==> src/hdl/sar_pkg.sv <==
// Constants, register map and state types of the asynchronous serial receiver block.
// Assumes one 250 MHz clock, synchronous active-low reset, AXI4-Lite register access.
//
// Contract
// RULE_01 - Receive line is oversampled sixteen times per bit; main shifter moves per bit.
// RULE_02 - Async mode needs port enable set, synchronous select clear; continuous enable receives.
// RULE_03 - Finished character sets receive-complete flag; interrupt only if enabled; data readable.
// RULE_04 - Ninth bit captured in nine-bit mode, readable in receive status register.
// RULE_05 - Errors shown in receive status; clearing continuous enable clears latched errors.
// RULE_06 - Nine-bit plus address detect withholds non-address characters from buffer and flag.
// RULE_07 - Wake-up enable suspends reception; block idles watching the receive line.
// RULE_08 - Falling receive line during wake-up sets the receive-complete flag.
// RULE_09 - Wake-up request synchronous when clocked; asynchronous only when clocks stopped.
// RULE_10 - Reading receive buffer clears wake-up condition; data returned is dummy.
// RULE_11 - Next rising receive line after wake-up clears wake-up enable automatically.
// RULE_12 - Read-only receive-in-progress bit shows an active reception.
// RULE_13 - Remote sender starts auto-wake-up traffic with an all-zero character.
// RULE_14 - Break is one start bit, twelve low bits, one stop bit.
// RULE_15 - Send-break with transmit enable sends break on shift load, ignoring data.
// RULE_16 - Send-break clears after break stop bit; preloaded byte then goes normally.
// RULE_17 - Host sets enable and send-break, writes dummy, then writes sync byte.
// RULE_18 - Software may receive break by setting baud to nine-thirteenths nominal.
// RULE_19 - Break via auto-wake-up: flag on transitions, then next byte flags again.
// RULE_20 - Clock source, synchronous select and port enable together enter sync master.
// RULE_21 - Sync master is half duplex: transmit and receive exclude each other.
// RULE_22 - Sync master drives clock line; polarity bit sets idle level high.
// RULE_23 - Frame is start bit, eight or nine data bits LSB first, stop bit.
// RULE_24 - Address detect loads only characters whose ninth bit is one.
// RULE_25 - Low stop bit sets framing error; full buffer completion sets overrun, halts.
package sar_pkg;
  // Register byte offsets
  localparam logic [7:0] SAR_OFF_RX_STATUS = 8'h00;
  localparam logic [7:0] SAR_OFF_RX_BUFFER = 8'h04;
  localparam logic [7:0] SAR_OFF_TX_STATUS = 8'h08;
  localparam logic [7:0] SAR_OFF_BAUD_CTRL = 8'h0c;
  localparam logic [7:0] SAR_OFF_DIV_HIGH = 8'h10;
  localparam logic [7:0] SAR_OFF_DIV_LOW = 8'h14;
  localparam logic [7:0] SAR_OFF_FLAGS = 8'h18;
  localparam logic [7:0] SAR_OFF_ENABLES = 8'h1c;
  localparam logic [7:0] SAR_OFF_PRIORITY = 8'h20;
  localparam logic [7:0] SAR_OFF_TX_BUFFER = 8'h24;
  // Receive status/control bits
  localparam int SAR_RS_PORT_EN = 7;
  localparam int SAR_RS_NINE_EN = 6;
  localparam int SAR_RS_CONT_RX = 4;
  localparam int SAR_RS_ADDR_DET = 3;
  // Transmit status/control bits
  localparam int SAR_TS_CLK_SRC = 7;
  localparam int SAR_TS_NINE_TX = 6;
  localparam int SAR_TS_TX_EN = 5;
  localparam int SAR_TS_SYNC_SEL = 4;
  localparam int SAR_TS_SEND_BRK = 3;
  localparam int SAR_TS_HIGH_BAUD = 2;
  localparam int SAR_TS_NINTH_TX = 0;
  // Baud control bits
  localparam int SAR_BC_CLK_POL = 4;
  localparam int SAR_BC_DIV16 = 3;
  localparam int SAR_BC_WAKE_EN = 1;
  // Flag, enable and priority bits
  localparam int SAR_FL_RX = 5;
  localparam int SAR_FL_TX = 4;
  // Writable masks and reset values
  localparam logic [7:0] SAR_RS_WMASK = 8'hf8;
  localparam logic [7:0] SAR_TS_WMASK = 8'hfd;
  localparam logic [7:0] SAR_BC_WMASK = 8'h3b;
  localparam logic [7:0] SAR_FL_WMASK = 8'h30;
  localparam logic [7:0] SAR_REG_RST = 8'h00;
  // Timing counts and bus response codes
  localparam logic [3:0] SAR_OS_LAST = 4'hf;
  localparam logic [3:0] SAR_OS_MID = 4'h7;
  localparam logic [1:0] SAR_X64_PRE_LAST = 2'h3;
  localparam logic [3:0] SAR_BRK_BITS = 4'hc;
  localparam logic [1:0] SAR_RESP_OKAY = 2'h0;
  localparam logic [1:0] SAR_RESP_SLVERR = 2'h2;

  typedef enum logic [1:0] {SAR_RX_IDLE, SAR_RX_START, SAR_RX_DATA, SAR_RX_STOP} sar_rx_state_t;
  typedef enum logic [1:0] {SAR_TX_IDLE, SAR_TX_START, SAR_TX_DATA, SAR_TX_STOP} sar_tx_state_t;
endpackage : sar_pkg

==> src/hdl/sar_top.sv <==
// Serial port receive side with wake-up, break transmit and sync master pin mode.
// Assumes AXI4-Lite master on aclk and an asynchronous remote node on the pins.
module sar_top
  import sar_pkg::*;
#(
  parameter int ADDR_W = 6
) (
  input wire logic aclk,
  input wire logic aresetn,
  input wire logic [ADDR_W-1:0] s_axi_awaddr,
  input wire logic s_axi_awvalid,
  output logic s_axi_awready,
  input wire logic [31:0] s_axi_wdata,
  input wire logic [3:0] s_axi_wstrb,
  input wire logic s_axi_wvalid,
  output logic s_axi_wready,
  output logic [1:0] s_axi_bresp,
  output logic s_axi_bvalid,
  input wire logic s_axi_bready,
  input wire logic [ADDR_W-1:0] s_axi_araddr,
  input wire logic s_axi_arvalid,
  output logic s_axi_arready,
  output logic [31:0] s_axi_rdata,
  output logic [1:0] s_axi_rresp,
  output logic s_axi_rvalid,
  input wire logic s_axi_rready,
  input wire logic serial_receive_pin,
  output logic serial_transmit_pin,
  output logic sync_data_line_o,
  output logic sync_data_line_oe,
  output logic receive_irq,
  output logic receive_irq_high,
  output logic transmit_irq
);
  if (ADDR_W < 6 || ADDR_W > 8) begin : g_bad_addr
    $error("sar_top: ADDR_W must be 6 to 8");
  end

  function automatic logic is_mapped(input logic [7:0] a);
    is_mapped = (a[1:0] == 2'b00) && (a <= SAR_OFF_TX_BUFFER);
  endfunction : is_mapped

  // Register state
  logic [7:0] rs_q, ts_q, bc_q, divh_q, divl_q, ie_q, ip_q;
  logic framing_error_flag_q, overrun_error_flag_q, ninth_q, rx_full_q, wake_flag_q, wake_seen_q;
  logic [7:0] rx_data_q, tx_buf_q;
  logic tx_buf_full_q;

  // AXI write and read channel state
  logic aw_held_q, w_held_q, bvalid_q, wstrb0_q, rvalid_q;
  logic [7:0] awaddr_q, wdata_q, rdata_q;
  logic [1:0] bresp_q, rresp_q;
  logic do_write, wr_en, ar_take, rd_pop;
  logic [7:0] araddr8, rd_mux;

  assign s_axi_awready = !aw_held_q && !bvalid_q;
  assign s_axi_wready = !w_held_q && !bvalid_q;
  assign s_axi_bvalid = bvalid_q;
  assign s_axi_bresp = bresp_q;
  assign s_axi_arready = !rvalid_q;
  assign s_axi_rvalid = rvalid_q;
  assign s_axi_rresp = rresp_q;
  assign s_axi_rdata = {24'h000000, rdata_q};
  assign do_write = aw_held_q && w_held_q;
  assign wr_en = do_write && wstrb0_q && is_mapped(awaddr_q);
  assign ar_take = s_axi_arvalid && !rvalid_q;
  assign araddr8 = 8'(s_axi_araddr);
  assign rd_pop = ar_take && (araddr8 == SAR_OFF_RX_BUFFER);

  // Write address and data taken in either order
  always_ff @(posedge aclk) begin
    if (!aresetn) begin
      aw_held_q <= 1'b0;
      w_held_q <= 1'b0;
      bvalid_q <= 1'b0;
      bresp_q <= SAR_RESP_OKAY;
      awaddr_q <= 8'h00;
      wdata_q <= 8'h00;
      wstrb0_q <= 1'b0;
    end else begin
      if (s_axi_awvalid && s_axi_awready) begin
        aw_held_q <= 1'b1;
        awaddr_q <= 8'(s_axi_awaddr);
      end
      if (s_axi_wvalid && s_axi_wready) begin
        w_held_q <= 1'b1;
        wdata_q <= s_axi_wdata[7:0];
        wstrb0_q <= s_axi_wstrb[0];
      end
      if (do_write) begin
        aw_held_q <= 1'b0;
        w_held_q <= 1'b0;
        bvalid_q <= 1'b1;
        bresp_q <= is_mapped(awaddr_q) ? SAR_RESP_OKAY : SAR_RESP_SLVERR;
      end else if (bvalid_q && s_axi_bready) begin
        bvalid_q <= 1'b0;
      end
    end
  end

  // Baud generator and x16 oversample tick
  logic [15:0] brg_cnt_q, brg_div;
  logic [1:0] pre_cnt_q;
  logic brg_tick, os_tick, x16_mode;
  assign brg_div = bc_q[SAR_BC_DIV16] ? {divh_q, divl_q} : {8'h00, divl_q};
  assign brg_tick = (brg_cnt_q == 16'h0000);
  assign x16_mode = ts_q[SAR_TS_HIGH_BAUD] || bc_q[SAR_BC_DIV16];
  assign os_tick = brg_tick && (x16_mode || pre_cnt_q == SAR_X64_PRE_LAST); // [RULE_01]

  always_ff @(posedge aclk) begin
    if (!aresetn || !rs_q[SAR_RS_PORT_EN]) begin
      brg_cnt_q <= 16'h0000;
      pre_cnt_q <= 2'h0;
    end else begin
      brg_cnt_q <= brg_tick ? brg_div : brg_cnt_q - 16'h0001;
      if (brg_tick) begin
        pre_cnt_q <= pre_cnt_q + 2'h1;
      end
    end
  end

  // Receive line synchroniser and edges
  logic rx_meta_q, rx_sync_q, rx_prev_q, rx_fall, rx_rise;
  always_ff @(posedge aclk) begin
    if (!aresetn) begin
      rx_meta_q <= 1'b1;
      rx_sync_q <= 1'b1;
      rx_prev_q <= 1'b1;
    end else begin
      rx_meta_q <= serial_receive_pin;
      rx_sync_q <= rx_meta_q;
      rx_prev_q <= rx_sync_q;
    end
  end
  assign rx_fall = rx_prev_q && !rx_sync_q;
  assign rx_rise = !rx_prev_q && rx_sync_q;

  // Mode decode
  logic async_mode, sync_master, rx_run, tx_idle, rx_idle;
  sar_rx_state_t rx_state_q;
  sar_tx_state_t tx_state_q;
  assign async_mode = rs_q[SAR_RS_PORT_EN] && !ts_q[SAR_TS_SYNC_SEL]; // [RULE_02]
  assign sync_master = rs_q[SAR_RS_PORT_EN] && ts_q[SAR_TS_SYNC_SEL]
                       && ts_q[SAR_TS_CLK_SRC]; // [RULE_20]
  assign tx_idle = (tx_state_q == SAR_TX_IDLE);
  assign rx_idle = (rx_state_q == SAR_RX_IDLE);
  assign rx_run = rs_q[SAR_RS_PORT_EN] && rs_q[SAR_RS_CONT_RX] && !bc_q[SAR_BC_WAKE_EN]
                  && !overrun_error_flag_q && (async_mode || tx_idle); // [RULE_02] [RULE_07] [RULE_21]

  // Receive engine
  logic [3:0] rx_os_q, rx_bit_q;
  logic [8:0] rx_sh_q;
  logic char_done, stop_ok, accept, rx_load, rx_overrun, buf_busy;
  always_ff @(posedge aclk) begin
    if (!aresetn) begin
      rx_state_q <= SAR_RX_IDLE;
      rx_os_q <= 4'h0;
      rx_bit_q <= 4'h0;
      rx_sh_q <= 9'h000;
    end else if (!rx_run) begin
      rx_state_q <= SAR_RX_IDLE;
    end else begin
      case (rx_state_q)
        SAR_RX_IDLE: begin
          if (rx_fall && (async_mode || !sync_master)) begin
            rx_state_q <= SAR_RX_START;
            rx_os_q <= 4'h0;
          end
        end
        SAR_RX_START: begin
          if (os_tick) begin
            rx_os_q <= rx_os_q + 4'h1;
            if (rx_os_q == SAR_OS_MID) begin
              rx_state_q <= rx_sync_q ? SAR_RX_IDLE : SAR_RX_DATA;
              rx_os_q <= 4'h0;
              rx_bit_q <= 4'h0;
            end
          end
        end
        SAR_RX_DATA: begin
          if (os_tick) begin
            rx_os_q <= rx_os_q + 4'h1;
            if (rx_os_q == SAR_OS_LAST) begin
              rx_sh_q <= {rx_sync_q, rx_sh_q[8:1]}; // [RULE_01] [RULE_23]
              rx_bit_q <= rx_bit_q + 4'h1;
              if (rx_bit_q == (rs_q[SAR_RS_NINE_EN] ? 4'h8 : 4'h7)) begin
                rx_state_q <= SAR_RX_STOP;
              end
            end
          end
        end
        SAR_RX_STOP: begin
          if (os_tick) begin
            rx_os_q <= rx_os_q + 4'h1;
            if (rx_os_q == SAR_OS_LAST) begin
              rx_state_q <= SAR_RX_IDLE;
            end
          end
        end
        default: rx_state_q <= SAR_RX_IDLE;
      endcase
    end
  end

  assign char_done = rx_run && (rx_state_q == SAR_RX_STOP) && os_tick && (rx_os_q == SAR_OS_LAST);
  assign stop_ok = rx_sync_q;
  assign accept = !(rs_q[SAR_RS_NINE_EN] && rs_q[SAR_RS_ADDR_DET]) || rx_sh_q[8]; // [RULE_06] [RULE_24]
  assign buf_busy = rx_full_q && !rd_pop;
  assign rx_load = char_done && accept && !buf_busy;
  assign rx_overrun = char_done && accept && buf_busy;

  // Receive buffer, ninth bit and errors
  always_ff @(posedge aclk) begin
    if (!aresetn) begin
      rx_full_q <= 1'b0;
      rx_data_q <= 8'h00;
      ninth_q <= 1'b0;
      framing_error_flag_q <= 1'b0;
      overrun_error_flag_q <= 1'b0;
    end else begin
      if (rx_load) begin
        rx_full_q <= 1'b1; // [RULE_03]
        rx_data_q <= rs_q[SAR_RS_NINE_EN] ? rx_sh_q[7:0] : rx_sh_q[8:1];
        ninth_q <= rs_q[SAR_RS_NINE_EN] && rx_sh_q[8]; // [RULE_04]
      end else if (rd_pop) begin
        rx_full_q <= 1'b0;
      end
      if (!rs_q[SAR_RS_CONT_RX]) begin
        framing_error_flag_q <= 1'b0; // [RULE_05]
        overrun_error_flag_q <= 1'b0;
      end else begin
        if (rx_load) begin
          framing_error_flag_q <= !stop_ok; // [RULE_25]
        end
        if (rx_overrun) begin
          overrun_error_flag_q <= 1'b1; // [RULE_25]
        end
      end
    end
  end

  // Wake-up on falling line, auto clear on next rising line
  logic wake_set, wake_end;
  assign wake_set = bc_q[SAR_BC_WAKE_EN] && rs_q[SAR_RS_PORT_EN] && rx_fall && !wake_seen_q;
  assign wake_end = wake_seen_q && rx_rise;
  always_ff @(posedge aclk) begin
    if (!aresetn) begin
      wake_seen_q <= 1'b0;
      wake_flag_q <= 1'b0;
    end else begin
      if (wake_set) begin
        wake_seen_q <= 1'b1; // [RULE_07]
      end else if (wake_end || !bc_q[SAR_BC_WAKE_EN]) begin
        wake_seen_q <= 1'b0;
      end
      // Clocked core: request is raised synchronously
      if (wake_set) begin
        wake_flag_q <= 1'b1; // [RULE_08] [RULE_09] [RULE_19]
      end else if (rd_pop) begin
        wake_flag_q <= 1'b0; // [RULE_10]
      end
    end
  end

  // Transmit buffer and shifter
  logic tx_load, tx_brk_q, tx_line_q, tx_wr;
  logic [3:0] tx_os_q, tx_bit_q, tx_last;
  logic [8:0] tx_sh_q;
  assign tx_wr = wr_en && (awaddr_q == SAR_OFF_TX_BUFFER);
  assign tx_load = tx_idle && tx_buf_full_q && ts_q[SAR_TS_TX_EN] && rs_q[SAR_RS_PORT_EN]
                   && (async_mode || rx_idle); // [RULE_21]
  assign tx_last = tx_brk_q ? SAR_BRK_BITS - 4'h1 : (ts_q[SAR_TS_NINE_TX] ? 4'h8 : 4'h7);

  always_ff @(posedge aclk) begin
    if (!aresetn) begin
      tx_buf_q <= 8'h00;
      tx_buf_full_q <= 1'b0;
    end else if (tx_wr) begin
      tx_buf_q <= wdata_q;
      tx_buf_full_q <= 1'b1;
    end else if (tx_load) begin
      tx_buf_full_q <= 1'b0;
    end
  end

  always_ff @(posedge aclk) begin
    if (!aresetn) begin
      tx_state_q <= SAR_TX_IDLE;
      tx_os_q <= 4'h0;
      tx_bit_q <= 4'h0;
      tx_sh_q <= 9'h000;
      tx_brk_q <= 1'b0;
      tx_line_q <= 1'b1;
    end else begin
      case (tx_state_q)
        SAR_TX_IDLE: begin
          tx_line_q <= 1'b1;
          if (tx_load) begin
            tx_state_q <= SAR_TX_START;
            tx_line_q <= 1'b0;
            tx_os_q <= 4'h0;
            tx_bit_q <= 4'h0;
            tx_brk_q <= ts_q[SAR_TS_SEND_BRK]; // [RULE_15]
            tx_sh_q <= ts_q[SAR_TS_SEND_BRK] ? 9'h000 : {ts_q[SAR_TS_NINTH_TX], tx_buf_q};
          end
        end
        SAR_TX_START: begin
          if (os_tick) begin
            tx_os_q <= tx_os_q + 4'h1;
            if (tx_os_q == SAR_OS_LAST) begin
              tx_state_q <= SAR_TX_DATA;
              tx_line_q <= tx_sh_q[0]; // [RULE_23]
            end
          end
        end
        SAR_TX_DATA: begin
          if (os_tick) begin
            tx_os_q <= tx_os_q + 4'h1;
            if (tx_os_q == SAR_OS_LAST) begin
              tx_bit_q <= tx_bit_q + 4'h1;
              tx_sh_q <= {1'b0, tx_sh_q[8:1]};
              if (tx_bit_q == tx_last) begin
                tx_state_q <= SAR_TX_STOP; // [RULE_14]
                tx_line_q <= 1'b1;
              end else begin
                tx_line_q <= tx_sh_q[1];
              end
            end
          end
        end
        SAR_TX_STOP: begin
          if (os_tick) begin
            tx_os_q <= tx_os_q + 4'h1;
            if (tx_os_q == SAR_OS_LAST) begin
              tx_state_q <= SAR_TX_IDLE;
              tx_brk_q <= 1'b0;
            end
          end
        end
        default: tx_state_q <= SAR_TX_IDLE;
      endcase
    end
  end

  logic brk_done;
  assign brk_done = tx_brk_q && (tx_state_q == SAR_TX_STOP) && os_tick && (tx_os_q == SAR_OS_LAST);

  // Control registers; software writes win over hardware clears
  always_ff @(posedge aclk) begin
    if (!aresetn) begin
      rs_q <= SAR_REG_RST;
      ts_q <= SAR_REG_RST;
      bc_q <= SAR_REG_RST;
      divh_q <= SAR_REG_RST;
      divl_q <= SAR_REG_RST;
      ie_q <= SAR_REG_RST;
      ip_q <= SAR_REG_RST;
    end else begin
      if (brk_done) begin
        ts_q[SAR_TS_SEND_BRK] <= 1'b0; // [RULE_16]
      end
      if (wake_end) begin
        bc_q[SAR_BC_WAKE_EN] <= 1'b0; // [RULE_11]
      end
      if (wr_en) begin
        case (awaddr_q)
          SAR_OFF_RX_STATUS: rs_q <= wdata_q & SAR_RS_WMASK;
          SAR_OFF_TX_STATUS: ts_q <= wdata_q & SAR_TS_WMASK;
          SAR_OFF_BAUD_CTRL: bc_q <= wdata_q & SAR_BC_WMASK;
          SAR_OFF_DIV_HIGH: divh_q <= wdata_q;
          SAR_OFF_DIV_LOW: divl_q <= wdata_q;
          SAR_OFF_ENABLES: ie_q <= wdata_q & SAR_FL_WMASK;
          SAR_OFF_PRIORITY: ip_q <= wdata_q & SAR_FL_WMASK;
          default: ;
        endcase
      end
    end
  end

  // Read mux and read channel
  logic rx_flag, tx_flag;
  assign rx_flag = rx_full_q || wake_flag_q;
  assign tx_flag = !tx_buf_full_q && ts_q[SAR_TS_TX_EN];
  always_comb begin
    case (araddr8)
      SAR_OFF_RX_STATUS: rd_mux = rs_q | {5'b00000, framing_error_flag_q, overrun_error_flag_q, ninth_q}; // [RULE_04] [RULE_05]
      SAR_OFF_RX_BUFFER: rd_mux = rx_data_q; // [RULE_03]
      SAR_OFF_TX_STATUS: rd_mux = ts_q | {6'b000000, tx_idle, 1'b0};
      SAR_OFF_BAUD_CTRL: rd_mux = bc_q | {1'b0, !rx_idle, 6'b000000}; // [RULE_12]
      SAR_OFF_DIV_HIGH: rd_mux = divh_q;
      SAR_OFF_DIV_LOW: rd_mux = divl_q;
      SAR_OFF_FLAGS: rd_mux = {2'b00, rx_flag, tx_flag, 4'h0};
      SAR_OFF_ENABLES: rd_mux = ie_q;
      SAR_OFF_PRIORITY: rd_mux = ip_q;
      SAR_OFF_TX_BUFFER: rd_mux = tx_buf_q;
      default: rd_mux = 8'h00;
    endcase
  end

  always_ff @(posedge aclk) begin
    if (!aresetn) begin
      rvalid_q <= 1'b0;
      rdata_q <= 8'h00;
      rresp_q <= SAR_RESP_OKAY;
    end else if (ar_take) begin
      rvalid_q <= 1'b1;
      rdata_q <= rd_mux;
      rresp_q <= is_mapped(araddr8) ? SAR_RESP_OKAY : SAR_RESP_SLVERR;
    end else if (rvalid_q && s_axi_rready) begin
      rvalid_q <= 1'b0;
    end
  end

  // Pins and requests
  logic pin_q, dt_q, dt_oe_q, irq_q, irqh_q, tirq_q;
  always_ff @(posedge aclk) begin
    if (!aresetn) begin
      pin_q <= 1'b1;
      dt_q <= 1'b1;
      dt_oe_q <= 1'b0;
      irq_q <= 1'b0;
      irqh_q <= 1'b0;
      tirq_q <= 1'b0;
    end else begin
      pin_q <= sync_master ? bc_q[SAR_BC_CLK_POL] : tx_line_q; // [RULE_20] [RULE_22]
      dt_q <= tx_line_q;
      dt_oe_q <= sync_master && !tx_idle;
      irq_q <= rx_flag && ie_q[SAR_FL_RX]; // [RULE_03]
      irqh_q <= rx_flag && ie_q[SAR_FL_RX] && ip_q[SAR_FL_RX];
      tirq_q <= tx_flag && ie_q[SAR_FL_TX];
    end
  end
  assign serial_transmit_pin = pin_q;
  assign sync_data_line_o = dt_q;
  assign sync_data_line_oe = dt_oe_q;
  assign receive_irq = irq_q;
  assign receive_irq_high = irqh_q;
  assign transmit_irq = tirq_q;
endmodule : sar_top

==> config.mk <==
export PLATFORM = sky130hd
export DESIGN_NAME = sar_top
export DESIGN_NICKNAME = d
export VERILOG_FILES = /design/src/hdl/sar_pkg.sv /design/src/hdl/sar_top.sv
export SDC_FILE = /design/constraint.sdc
export NUM_CORES = 1
export LEC_CHECK = 0
export BUFFER_PORTS_ARGS = -buffer_cell sky130_fd_sc_hd__buf_2
export CAP_MARGIN = 20
export CORE_MARGIN = 3
export CORE_UTILIZATION = 44
export DETAILED_ROUTE_END_ITERATION = 10
export PLACE_DENSITY = 0.66
export SKIP_LAST_GASP = 1
export SLEW_MARGIN = 10
export SYNTH_ARGS = -nofsm -noshare
export SYNTH_HDL_FRONTEND = slang
export SYNTH_SLANG_ARGS = --single-unit
==> constraint.sdc <==
create_clock -name aclk -period 1.8 [get_ports aclk]
set_input_delay 0.09 -clock aclk [delete_from_list [all_inputs] [get_ports aclk]]
set_output_delay 0.09 -clock aclk [all_outputs]
set_load 0.05 [all_outputs]
---- Yosys cells after proc, flatten, opt, wreduce, memory -nomap -nowiden ----
Index checks and enable logic that the tools add are counted.
W data, S select, Z words.
storage, ports and cells
  bits in registers ....................... 158
  input bits .............................. 56
  output and inout port bits .............. 47
  logic and storage cells ................. 301
cells by class
  add/subtract/negate cells ............... 6
  order comparisons ....................... 2
  equality and inequality tests ........... 46
  muxes and demuxes ....................... 78
  bitwise gates (word level) .............. 4
  reduce and logical (&&, ||, !) cells .... 116
operator list
  kind                     count
  $pmux W8 S10             1
  $mux W4                  17
  $logic_and A1 B1 Y1      50
  $eq A6 B5 Y1 const B     7
  $mux W2                  21
  $mux W9                  4
  $mux W16                 2
  $ne A2 B2 Y1 const B     14
  $eq A6 B4 Y1 const B     4
  $eq A6 B6 Y1 const B     4
  $pmux W4 S2              3
  $mux W1                  23
  $reduce_and A2 Y1        10
  $logic_not A1 Y1         19
  $pmux W9 S2              1
  $reduce_bool A2 Y1       9
  $add A4 B1 Y4 const B    4
  $logic_not A16 Y1        1
  $logic_not A8 Y1         2
  $pmux W2 S4              2
  $reduce_and A4 Y1        4
  $reduce_and A8 Y1        2
  $sub A16 B1 Y16 const B  1
  $le A6 B6 Y1 const B     2
  other kinds (23)         45

---- Longest topological paths before layout ----
Gate-level depths: netlist (run 1).
  word-level depth ........................ 10
  depth in mapped cells ................... 9
  depth with buffers taken out ............ 7

---- Worst setup path before layout (run 1) ----
OpenSTA, ideal clock, no wires.
  path kind ............................... flip-flop to flip-flop
  from .................................... register bvalid_q, in the netlist s_axi_bvalid
  to ...................................... register awaddr_q[0]
  data arrival time ....................... 2,026 ps
  data required time ...................... 1,672 ps
  setup slack ............................. -354 ps
  cell stages (with the launch flop) ...... 6
  buffers on the path ..................... 1
  period minus slack after synthesis ...... 2,154 ps
  cells stage by stage .................... dfxtp_1 > nor2_1 > and2_1 > clkbuf_1 > mux2i_1 > nor2_1
between the ends
  longest elaborated chain between the ends .. 3
ends and longest elaborated chain
  element                 RTL line       RTL
  from (decl)             sar_top.sv:50  logic aw_held_q, w_held_q, bvalid_q, wstrb0_q, rvalid_q;
  from (signal assigned)  sar_top.sv:75  bvalid_q <= 1'b0;
  from (signal assigned)  sar_top.sv:93  bvalid_q <= 1'b1;
  from (signal assigned)  sar_top.sv:96  bvalid_q <= 1'b0;
  $logic_not A1 Y1        sar_top.sv:56  assign s_axi_awready = !aw_held_q && !bvalid_q;
  $logic_and A1 B1 Y1     sar_top.sv:56
  net s_axi_awready       sar_top.sv:12  output logic s_axi_awready,
  $logic_and A1 B1 Y1     sar_top.sv:81  if (s_axi_awvalid && s_axi_awready) begin
  to (signal assigned)    sar_top.sv:83  awaddr_q <= 8'(s_axi_awaddr);
  to (decl)               sar_top.sv:51  logic [7:0] awaddr_q, wdata_q, rdata_q;
The timed path passes the listed nets, and every way through them passes these cells.
A chain may end at the register's enable or synchronous reset.

---- Worst setup path in the final report (run 1) ----
  from .................................... register brg_cnt_q[11]
  to ...................................... register tx_bit_q[0]
between the ends
  longest elaborated chain between the ends .. 4
ends and longest elaborated chain
  element                             RTL line        RTL
  from (decl)                         sar_top.sv:102  logic [15:0] brg_cnt_q, brg_div;
  from (signal assigned)              sar_top.sv:115  brg_cnt_q <= brg_tick ? brg_div : brg_cnt_q - 16'h0001;
  $logic_not A16 Y1                   sar_top.sv:106  assign brg_tick = (brg_cnt_q == 16'h0000);
  $logic_and A1 B1 Y1                 sar_top.sv:108  assign os_tick = brg_tick && (x16_mode || pre_cnt_q == SAR_X64_PRE_LAST);
  $ne A2 B2 Y1 (no source line)       n/a
  $reduce_and A4 Y1 (no source line)  n/a
  to (signal assigned)                sar_top.sv:320  tx_bit_q <= tx_bit_q + 4'h1;
  to (decl)                           sar_top.sv:267  logic [3:0] tx_os_q, tx_bit_q, tx_last;
No other way between the ends.

==> reports/qor.csv, run 1 <==
metric,value,unit
layout cells sized above 1,28.1,%
crit path time final,2080,ps
Max IR drop VDD,0.778,mV
post-synth cell types,68,
first-pass iteration count of the detailed router,8,
Max Slew Vio Count,0,
R2R Path End,tx_bit_q[0],
reg2reg setup slack,-280,ps
syn avg cell area,8.53,um2
synth cell count leaders,"dfxtp_1 (156), nor2_1 (109), mux2i_1 (69)",
multi-input logic area,4450,um2
die extent in y,138,um
GRT met1 Usage,30.1,%
crit-path cells,or4_4 > buf_4 > nor2_4 > nand4_1 > buf_6 > nor4_1 > a31o_4,
global routing's busiest layer,met2,
"Max FO, Critical Path",11,
PD cells,799,nW/um2
WHS,96.3,ps
Startpoint Class,register,
DRC,0,
"worst slack, placed",-325,ps
pin count of the biggest net entering global routing,99,
Initial Util,45.5,%
Longest Clk Path Bufs,2,
clk sinks,156,
CP peak stage delay,580,ps
Setup Total Neg Slack,-9850,ps
Top Ports,103,
"EDFF count, synth",0,
die area,19000,um2
Largest regs,"brg_cnt_q (16), rx_sh_q (9), tx_sh_q (9)",
row cnt,47,
dpl cells,1222,
Yosys top cell area share,40.8,%
Die Wd,138,um
Hold Startpoint,aresetn,
Max Cap Violations,0,
Clock Skew,10.0,ps
Async SR Flop Fraction,0,%
root buffer cell,clkbuf_16,
endpoints failing hold,0,
failing checks,negative setup slack,
post-DR wirelength/cell,16.7,um
area grow syn2layout,32.3,%
hold crit path type,input port to register,
CTS H-tree lvls,4,
period utilization,116,%
Netlist Area Pre-Place,7650,um2
Worst setup EP type,register,
"Reg clk slew, reported paths",60,ps
worst-margin pin slew,878,ps
Achievable Freq,481,MHz
YS warnings,0,
Worst Path Arrival,2450,ps
Leakage,4.01,nW
status,"finished, violations left",
# nets final,1128,
Core ar.,16800,um2
RSZ-0062 raised after global routing,true,
most common cell in the synthesized netlist,dfxtp_1,
sequential share of the synthesized area,40.8,%
final setup fails,67,
Vias,7051,
vias in the first global route,6556,
GRT overflow,0,
# diodes,0,
initial antenna violation count,0,
later-pin clock latency in the skew report,430,ps
#FFs+latches synth,156,
crit path kind,register to register,
vias per cell,5.45,
Detailed Route WL,21.5,mm
hold path cells,3,
total CTS buffers,17,
FF-to-FF Start,brg_cnt_q[11],
Final ANT Viol Nets,0,
Slew headroom,41.3,%
Biggest register,brg_cnt_q,
cell count after synthesis,897,
Final HPWL DP,14.8,mm
worst hold endpoint,rx_prev_q,
PnR worst setup slack,-281,ps
met3 Use GR,4.28,%
All-Layer GR Usage,22.6,%
Register Area,3130,um2
IO buf count,49,
Initial DRC Count,563,
fillers,1422,
Layout Cells excl Fill,1293,
"top cells by area, synth","dfxtp_1 (41%), mux2i_1 (9.0%), nor2_1 (5.3%)",
ys flop type,dfxtp_1,
first-pass GRT wire length,33.4,mm
total power,8.10,mW
Synth area leader,dfxtp_1,
critical path's slowest cell,or4_4,
Critical Path RT,2170,ps
Worst R2R Path Depth,7,
CTS tree,done,
max reg flops,16,
GR Util met2,37.1,%
final RePlAce weighted congestion,0.892,
-- kinds of logic after synthesis --
kind of cell / count (synthesis) / share of synthesized area (%)
mux: 77 / 10.2
simple gates: 338 / 23.2
buf+inv: 118 / 7.19
compound gates: 184 / 15.3
fa+ha+maj: 12 / 1.96
xor+xnor: 11 / 1.26
flops: 156 / 40.8
other cells: 1 / 0.0490
-- power breakdown --
part,total [mW],leakage [nW],internal (mW),switching [mW]
clock network,3.37,0.259,1.83,1.54
registers,3.64,1.26,3.55,0.0915
logic,1.08,2.49,0.393,0.685
total,8.10,4.01,5.78,2.32
-- routing by layer --
layer	wire length (um)	share of wire (%)
met3	1400	6.5
met4	322	1.5
met2	10500	49
met1	9360	43
met5	0	0
-- layout make-up --
| cell class | count | area share, % |
|---|---|---|
| clock buffer | 19 | 4.37 |
| clock inverter | 13 | 1.06 |
| inverter | 32 | 1.19 |
| multi-input combinational | 648 | 44.0 |
| sequential | 156 | 30.9 |
| tap | 220 | 2.72 |
| timing repair buffer | 205 | 15.8 |
-- worst max-delay path: cells and delay by family, from the launching register on --
family                 cells  cell delay, ps
and+or+nand+nor            4            1200
buffers and inverters      2             360
DFF                        1             320
AOI/OAI and AO/OA          1             150
-- stage by stage --
step,util (%),instance area (um2)
floorplan,-,7840
global placement,52.8,8870
detailed placement,52.8,8870
CTS,58.9,9910
global route,60.2,10100
finish,60.2,10100
-- what timing repair did --
item | 4_1_cts | 5_1_grt
gates resized for setup | 45 | 47
pin swaps | 28 | 30
setup endpoints to repair | 63 | 94
hold buffers | 19 | 0
buffers inserted | 14 | 6
hold endpoints to repair | 18 | 0
gates cloned | 1 | 2
-- placed cells by master, fill, tap and decap left out, drive strengths merged, types with 8 or more instances in the layout --
cell type,synthesis,layout
nand2b,18,18
dlygate4sd3,0,19
xnor2,8,8
a22o,8,8
nand2,68,68
nor4,15,15
nor2,109,109
a22oi,8,8
nor2b,9,9
mux2,8,8
a211oi,18,18
buf,35,185
conb,1,26
dfxtp,156,156
clkbuf,51,20
nand4,8,8
o21ai,47,47
mux2i,69,69
a21oi,54,54
nand3,35,35
nor3,25,25
ha,12,12
inv,32,38
-- worst max-delay path by stage --
stage,slack (ps),start,endpoint
final,-280,brg_cnt_q[11],tx_bit_q[0]
after global placement,-250,brg_cnt_q[11],tx_sh_q[5]
after floorplan,-180,brg_cnt_q[11],tx_bit_q[0]
after CTS,-250,brg_cnt_q[13],tx_bit_q[0]
after detailed placement,-320,brg_cnt_q[11],tx_sh_q[4]
after global routing,-350,brg_cnt_q[11],tx_os_q[0]
Power figures use the tool's default switching activity.
==> run 2: changes to the inputs <==
==> constraint.sdc (replaced) <==
create_clock -name aclk -period 1.8 [get_ports aclk]
set_input_delay 0.09 -clock aclk [delete_from_list [all_inputs] [get_ports aclk]]
set_output_delay 0.09 -clock aclk [all_outputs]
set_load 0.1 [all_outputs]
==> run 2 against run 1 <==
  * The run still ends with negative setup slack left
  * Maximum frequency is 2.9% higher
  * Non-clock buffer count is 12 lower
  * Sequential share of layout area is 0.29 points higher
  * Die area stayed put
  * Setup slack better by 58 ps
  * Clock power is 10% higher
  * Sequential power hardly changed
  * Largest cell class unchanged
==> reports/qor.csv, run 2 (synthesized netlist as in run 1, its figures left out) <==
metric,value,unit
Largest regs,"brg_cnt_q (16), rx_sh_q (9), tx_sh_q (9)",
CTS H-tree lvls,4,
first-pass iteration count of the detailed router,5,
worst-margin pin slew,894,ps
status,"finished, violations left",
final RePlAce weighted congestion,0.895,
vias in the first global route,6556,
Initial DRC Count,468,
Slew headroom,40.2,%
dpl cells,1220,
total power,8.56,mW
WHS,50.9,ps
IO buf count,49,
Core ar.,16800,um2
Achievable Freq,494,MHz
hold path cells,3,
Final HPWL DP,14.8,mm
CTS tree,done,
later-pin clock latency in the skew report,440,ps
total CTS buffers,17,
"Reg clk slew, reported paths",70,ps
endpoints failing hold,0,
Vias,7014,
Max Slew Vio Count,0,
die area,19000,um2
Worst setup EP type,register,
Top Ports,103,
# nets final,1116,
failing checks,negative setup slack,
root buffer cell,clkbuf_16,
pin count of the biggest net entering global routing,99,
# diodes,0,
Max Cap Violations,0,
All-Layer GR Usage,22.6,%
Die Wd,138,um
Worst R2R Path Depth,6,
post-DR wirelength/cell,16.5,um
RSZ-0062 raised after global routing,true,
PD cells,852,nW/um2
Clock Skew,14.2,ps
"commonest non-fill, non-tap cells in the layout","dfxtp_1 (151), buf_4 (105), nor2_1 (103)",
clk sinks,156,
layout cells sized above 1,27.2,%
Leakage,3.96,nW
initial antenna violation count,0,
max reg flops,16,
Longest Clk Path Bufs,2,
first-pass GRT wire length,33.3,mm
die extent in y,138,um
hold crit path type,input port to register,
area grow syn2layout,31.3,%
crit path time final,2020,ps
"Max FO, Critical Path",5,
Detailed Route WL,21.1,mm
vias per cell,5.48,
Final ANT Viol Nets,0,
GRT overflow,0,
Layout Cells excl Fill,1281,
Initial Util,45.5,%
Startpoint Class,register,
Biggest register,brg_cnt_q,
PnR worst setup slack,-222,ps
Worst Path Arrival,2380,ps
crit path kind,register to register,
Max IR drop VDD,0.954,mV
final setup fails,67,
period utilization,112,%
row cnt,47,
"most common cell after layout, fill and taps aside",dfxtp_1,
Critical Path RT,2160,ps
DRC,0,
==> run 2: cell types whose count changed in the layout (fill, tap and decap cells not counted), sizes merged <==
cell,delta
buf,-12
bufbuf,+1
bufinv,+2
clkbuf,-2
clkinv,-1
clkinvlp,-2
inv,+2
==> run 2: report_power, final <==
group	total (mW)	internal [mW]	switching, mW
Sequential	3.64	3.55	0.0883
Clock	3.72	2.11	1.61
Combinational	1.20	0.363	0.838
==> run 2: metal layers <==
metal	global-route usage, %	share of wire [%]
met3	4.64	6.3
met5	0	0
met4	6.53	1.5
met2	36.5	47
met1	30.6	45
==> run 2: cell type report <==
cell class	instances	area, um2
inverter	32	120
timing repair buffer	193	1530
sequential	156	3130
tap	220	275
multi-input combinational	648	4380
clock buffer	18	429
clock inverter	14	178
fill	1463	6770
==> run 2: per-stage QoR <==
step,setup WS (ps),instance area (um2),TNS [ps],utilization [%]
after global routing,-315,10000,-14490,59.8
after detailed placement,-270,8880,-5270,52.8
after global placement,-216,8880,-4210,52.8
after CTS,-244,9830,-7700,58.5
final,-222,10000,-8800,59.8
after floorplan,-183,7850,-2620,-
==> run 2: final timing paths <==
| kind | start | slack (ps) | endpoint |
|---|---|---|---|
| worst min register to register | rx_meta_q | 410 | rx_sync_q |
| worst max register to register | brg_cnt_q[11] | -220 | tx_os_q[1] |
| worst max-delay path | brg_cnt_q[11] | -220 | tx_os_q[1] |
| worst min-delay path | aresetn | 50 | tx_state_q[0] |
==> run 2: timing repair <==
action,in CTS,in global routing
pin swaps,21,25
setup buffers,5,4
gates cloned,1,1
hold buffers,19,0
resized for setup,21,57
setup endpoints to repair,57,97
endpoints found under the hold margin,18,0
==> run 2: critical path: stages, from the launching register on <==
cell	delay, ps
dfxtp_2	320
or4_4	580
buf_4	170
nor3_4	150
nand2_2	120
or4b_1	490
a21oi_2	120
==> run 3: changes to the inputs <==
--- a/config.mk
+++ b/config.mk
@@ -7,6 +7,7 @@
 export LEC_CHECK = 0
 export BUFFER_PORTS_ARGS = -buffer_cell sky130_fd_sc_hd__buf_2
 export CAP_MARGIN = 20
+export CORE_ASPECT_RATIO = 0.8
 export CORE_MARGIN = 3
 export CORE_UTILIZATION = 44
 export DETAILED_ROUTE_END_ITERATION = 10
==> run 3 against run 2 <==
  * The run still ends with negative setup slack left
  * Register-to-register slack barely moved
  * Via count decreased by 1.7%
  * Maximum frequency is 0.48% lower
  * Sequential power about the same
  * Die area about the same
  * Core utilization fell by 0.84 points
  * Routed wire length shrank 0.37%
  * Clock power fell by 6.2%
  * Cell count shrank 0.31%
==> reports/qor.csv, run 3 (synthesized netlist as in run 1, its figures left out) <==
metric,value,unit
pin count of the biggest net entering global routing,48,
Critical Path RT,2120,ps
total power,8.33,mW
# diodes,0,
Core ar.,16800,um2
initial antenna violation count,0,
CTS H-tree lvls,4,
period utilization,113,%
Longest Clk Path Bufs,2,
"commonest non-fill, non-tap cells in the layout","dfxtp_1 (153), nor2_1 (105), buf_4 (102)",
status,"finished, violations left",
# nets final,1112,
PnR worst setup slack,-232,ps
final RePlAce weighted congestion,0.888,
Setup Total Neg Slack,-6890,ps
Die Wd,153,um
Max Slew Vio Count,0,
"Reg clk slew, reported paths",60,ps
Biggest register,brg_cnt_q,
Leakage,3.90,nW
Final ANT Viol Nets,0,
root buffer cell,clkbuf_16,
Max IR drop VDD,0.603,mV
Achievable Freq,492,MHz
RSZ-0062 raised after global routing,true,
Final HPWL DP,14.7,mm
CTS tree,done,
die extent in y,124,um
IO buf count,49,
post-DR wirelength/cell,16.5,um
clk sinks,156,
hold crit path type,input port to register,
endpoints failing hold,0,
Largest regs,"brg_cnt_q (16), rx_sh_q (9), tx_sh_q (9)",
layout cells sized above 1,25.2,%
fin area,9910,um2
total CTS buffers,17,
area grow syn2layout,29.4,%
Max Cap Violations,0,
row cnt,42,
All-Layer GR Usage,21.6,%
Vias,6897,
Worst setup EP type,register,
Worst Path Arrival,2350,ps
first-pass iteration count of the detailed router,5,
power share of the combinational group,14.5,%
P_int,5.81,mW
Slew headroom,52.1,%
Clock Skew,13.2,ps
crit path kind,register to register,
Initial DRC Count,551,
WHS,44.0,ps
Register Area,3130,um2
failing checks,negative setup slack,
Startpoint Class,register,
PD cells,841,nW/um2
Clk pwr share,41.9,%
worst-margin pin slew,716,ps
die area,19000,um2
multi-input logic area,4320,um2
"Max FO, Critical Path",6,
final setup fails,62,
Seq pwr share,43.7,%
"most common cell after layout, fill and taps aside",dfxtp_1,
DRC,0,
vias per cell,5.40,
Initial Util,45.5,%
Area after DPL,8870,um2
GRT overflow,0,
max reg flops,16,
Detailed Route WL,21.1,mm
Switching Share,30.3,%
first-pass GRT wire length,32.9,mm
P_sw,2.52,mW
crit path time final,2030,ps
vias in the first global route,6345,
fillers,1453,
later-pin clock latency in the skew report,440,ps
Top Ports,103,
==> run 3: cell count changes in the layout (fill, tap and decap cells not counted), sizes merged <==
cell / delta
buf: -7
bufbuf: -1
bufinv: -2
clkbuf: +2
clkdlybuf4s15: +1
clkinv: -1
dlygate4sd3: +2
inv: +2
==> run 3: power groups by stage <==
stage                     clock network, mW  registers (mW)  logic, mW
after floorplan                           0            3.77      0.794
after global placement                    0            3.71       1.08
after detailed placement                  0            3.71       1.08
after CTS                              3.54            3.63       1.18
after global routing                   3.69            3.65       1.29
final                                  3.49            3.64       1.21
==> run 3: metrics by stage <==
| stage | std cells | util (%) | worst slack (ps) |
|---|---|---|---|
| 6_report | 1277 | 58.9 | -232 |
| 4_1_cts | 1272 | 58.1 | -199 |
| 5_1_grt | 1277 | 58.9 | -319 |
| 2_1_floorplan | 922 | - | -183 |
| 3_5_place_dp | 1217 | 52.8 | -219 |
| 3_3_place_gp | 1217 | 52.8 | -224 |
==> run 3: critical path: stages, from the launching register on <==
cell,delay [ps]
dfxtp_2,320
or4_4,600
or3_4,380
nor4_4,220
buf_4,190
o21a_1,150
o22ai_2,60
==> run 3: routing by layer <==
metal | vias up | global-route usage [%] | part of all wire (%)
met3 | 30 | 5.73 | 7.2
li1 | 3427 | - | -
met5 | - | 0 | 0
met1 | 3224 | 30.8 | 48
met2 | 216 | 31.6 | 43
met4 | 0 | 7.50 | 1.5
==> run 3: what timing repair did <==
action	4_1_cts	5_1_grt
setup endpoints to repair	59	88
gates cloned	0	3
hold buffers	21	0
resized for setup	25	24
pin swaps	8	21
setup buffers	3	4
endpoints found under the hold margin	20	0
==> run 3: final cells by class <==
class                           instances  share of cell area, %
Clock buffer                           19                   4.57
Clock inverter                         13                   1.17
Inverter                               32                   1.21
Multi-Input combinational cell        648                   43.6
Sequential cell                       156                   31.6
Tap cell                              220                   2.78
Timing Repair Buffer                  189                   15.1
==> run 3: path summary, 6_finish.rpt <==
kind	from	end	slack (ps)	cells after the start
setup / recovery	brg_cnt_q[11]	rx_bit_q[2]	-230	6
hold / removal	aresetn	transmit_irq	40	3
setup reg to reg	brg_cnt_q[11]	rx_bit_q[2]	-230	6
hold reg to reg	rx_meta_q	rx_sync_q	410	1
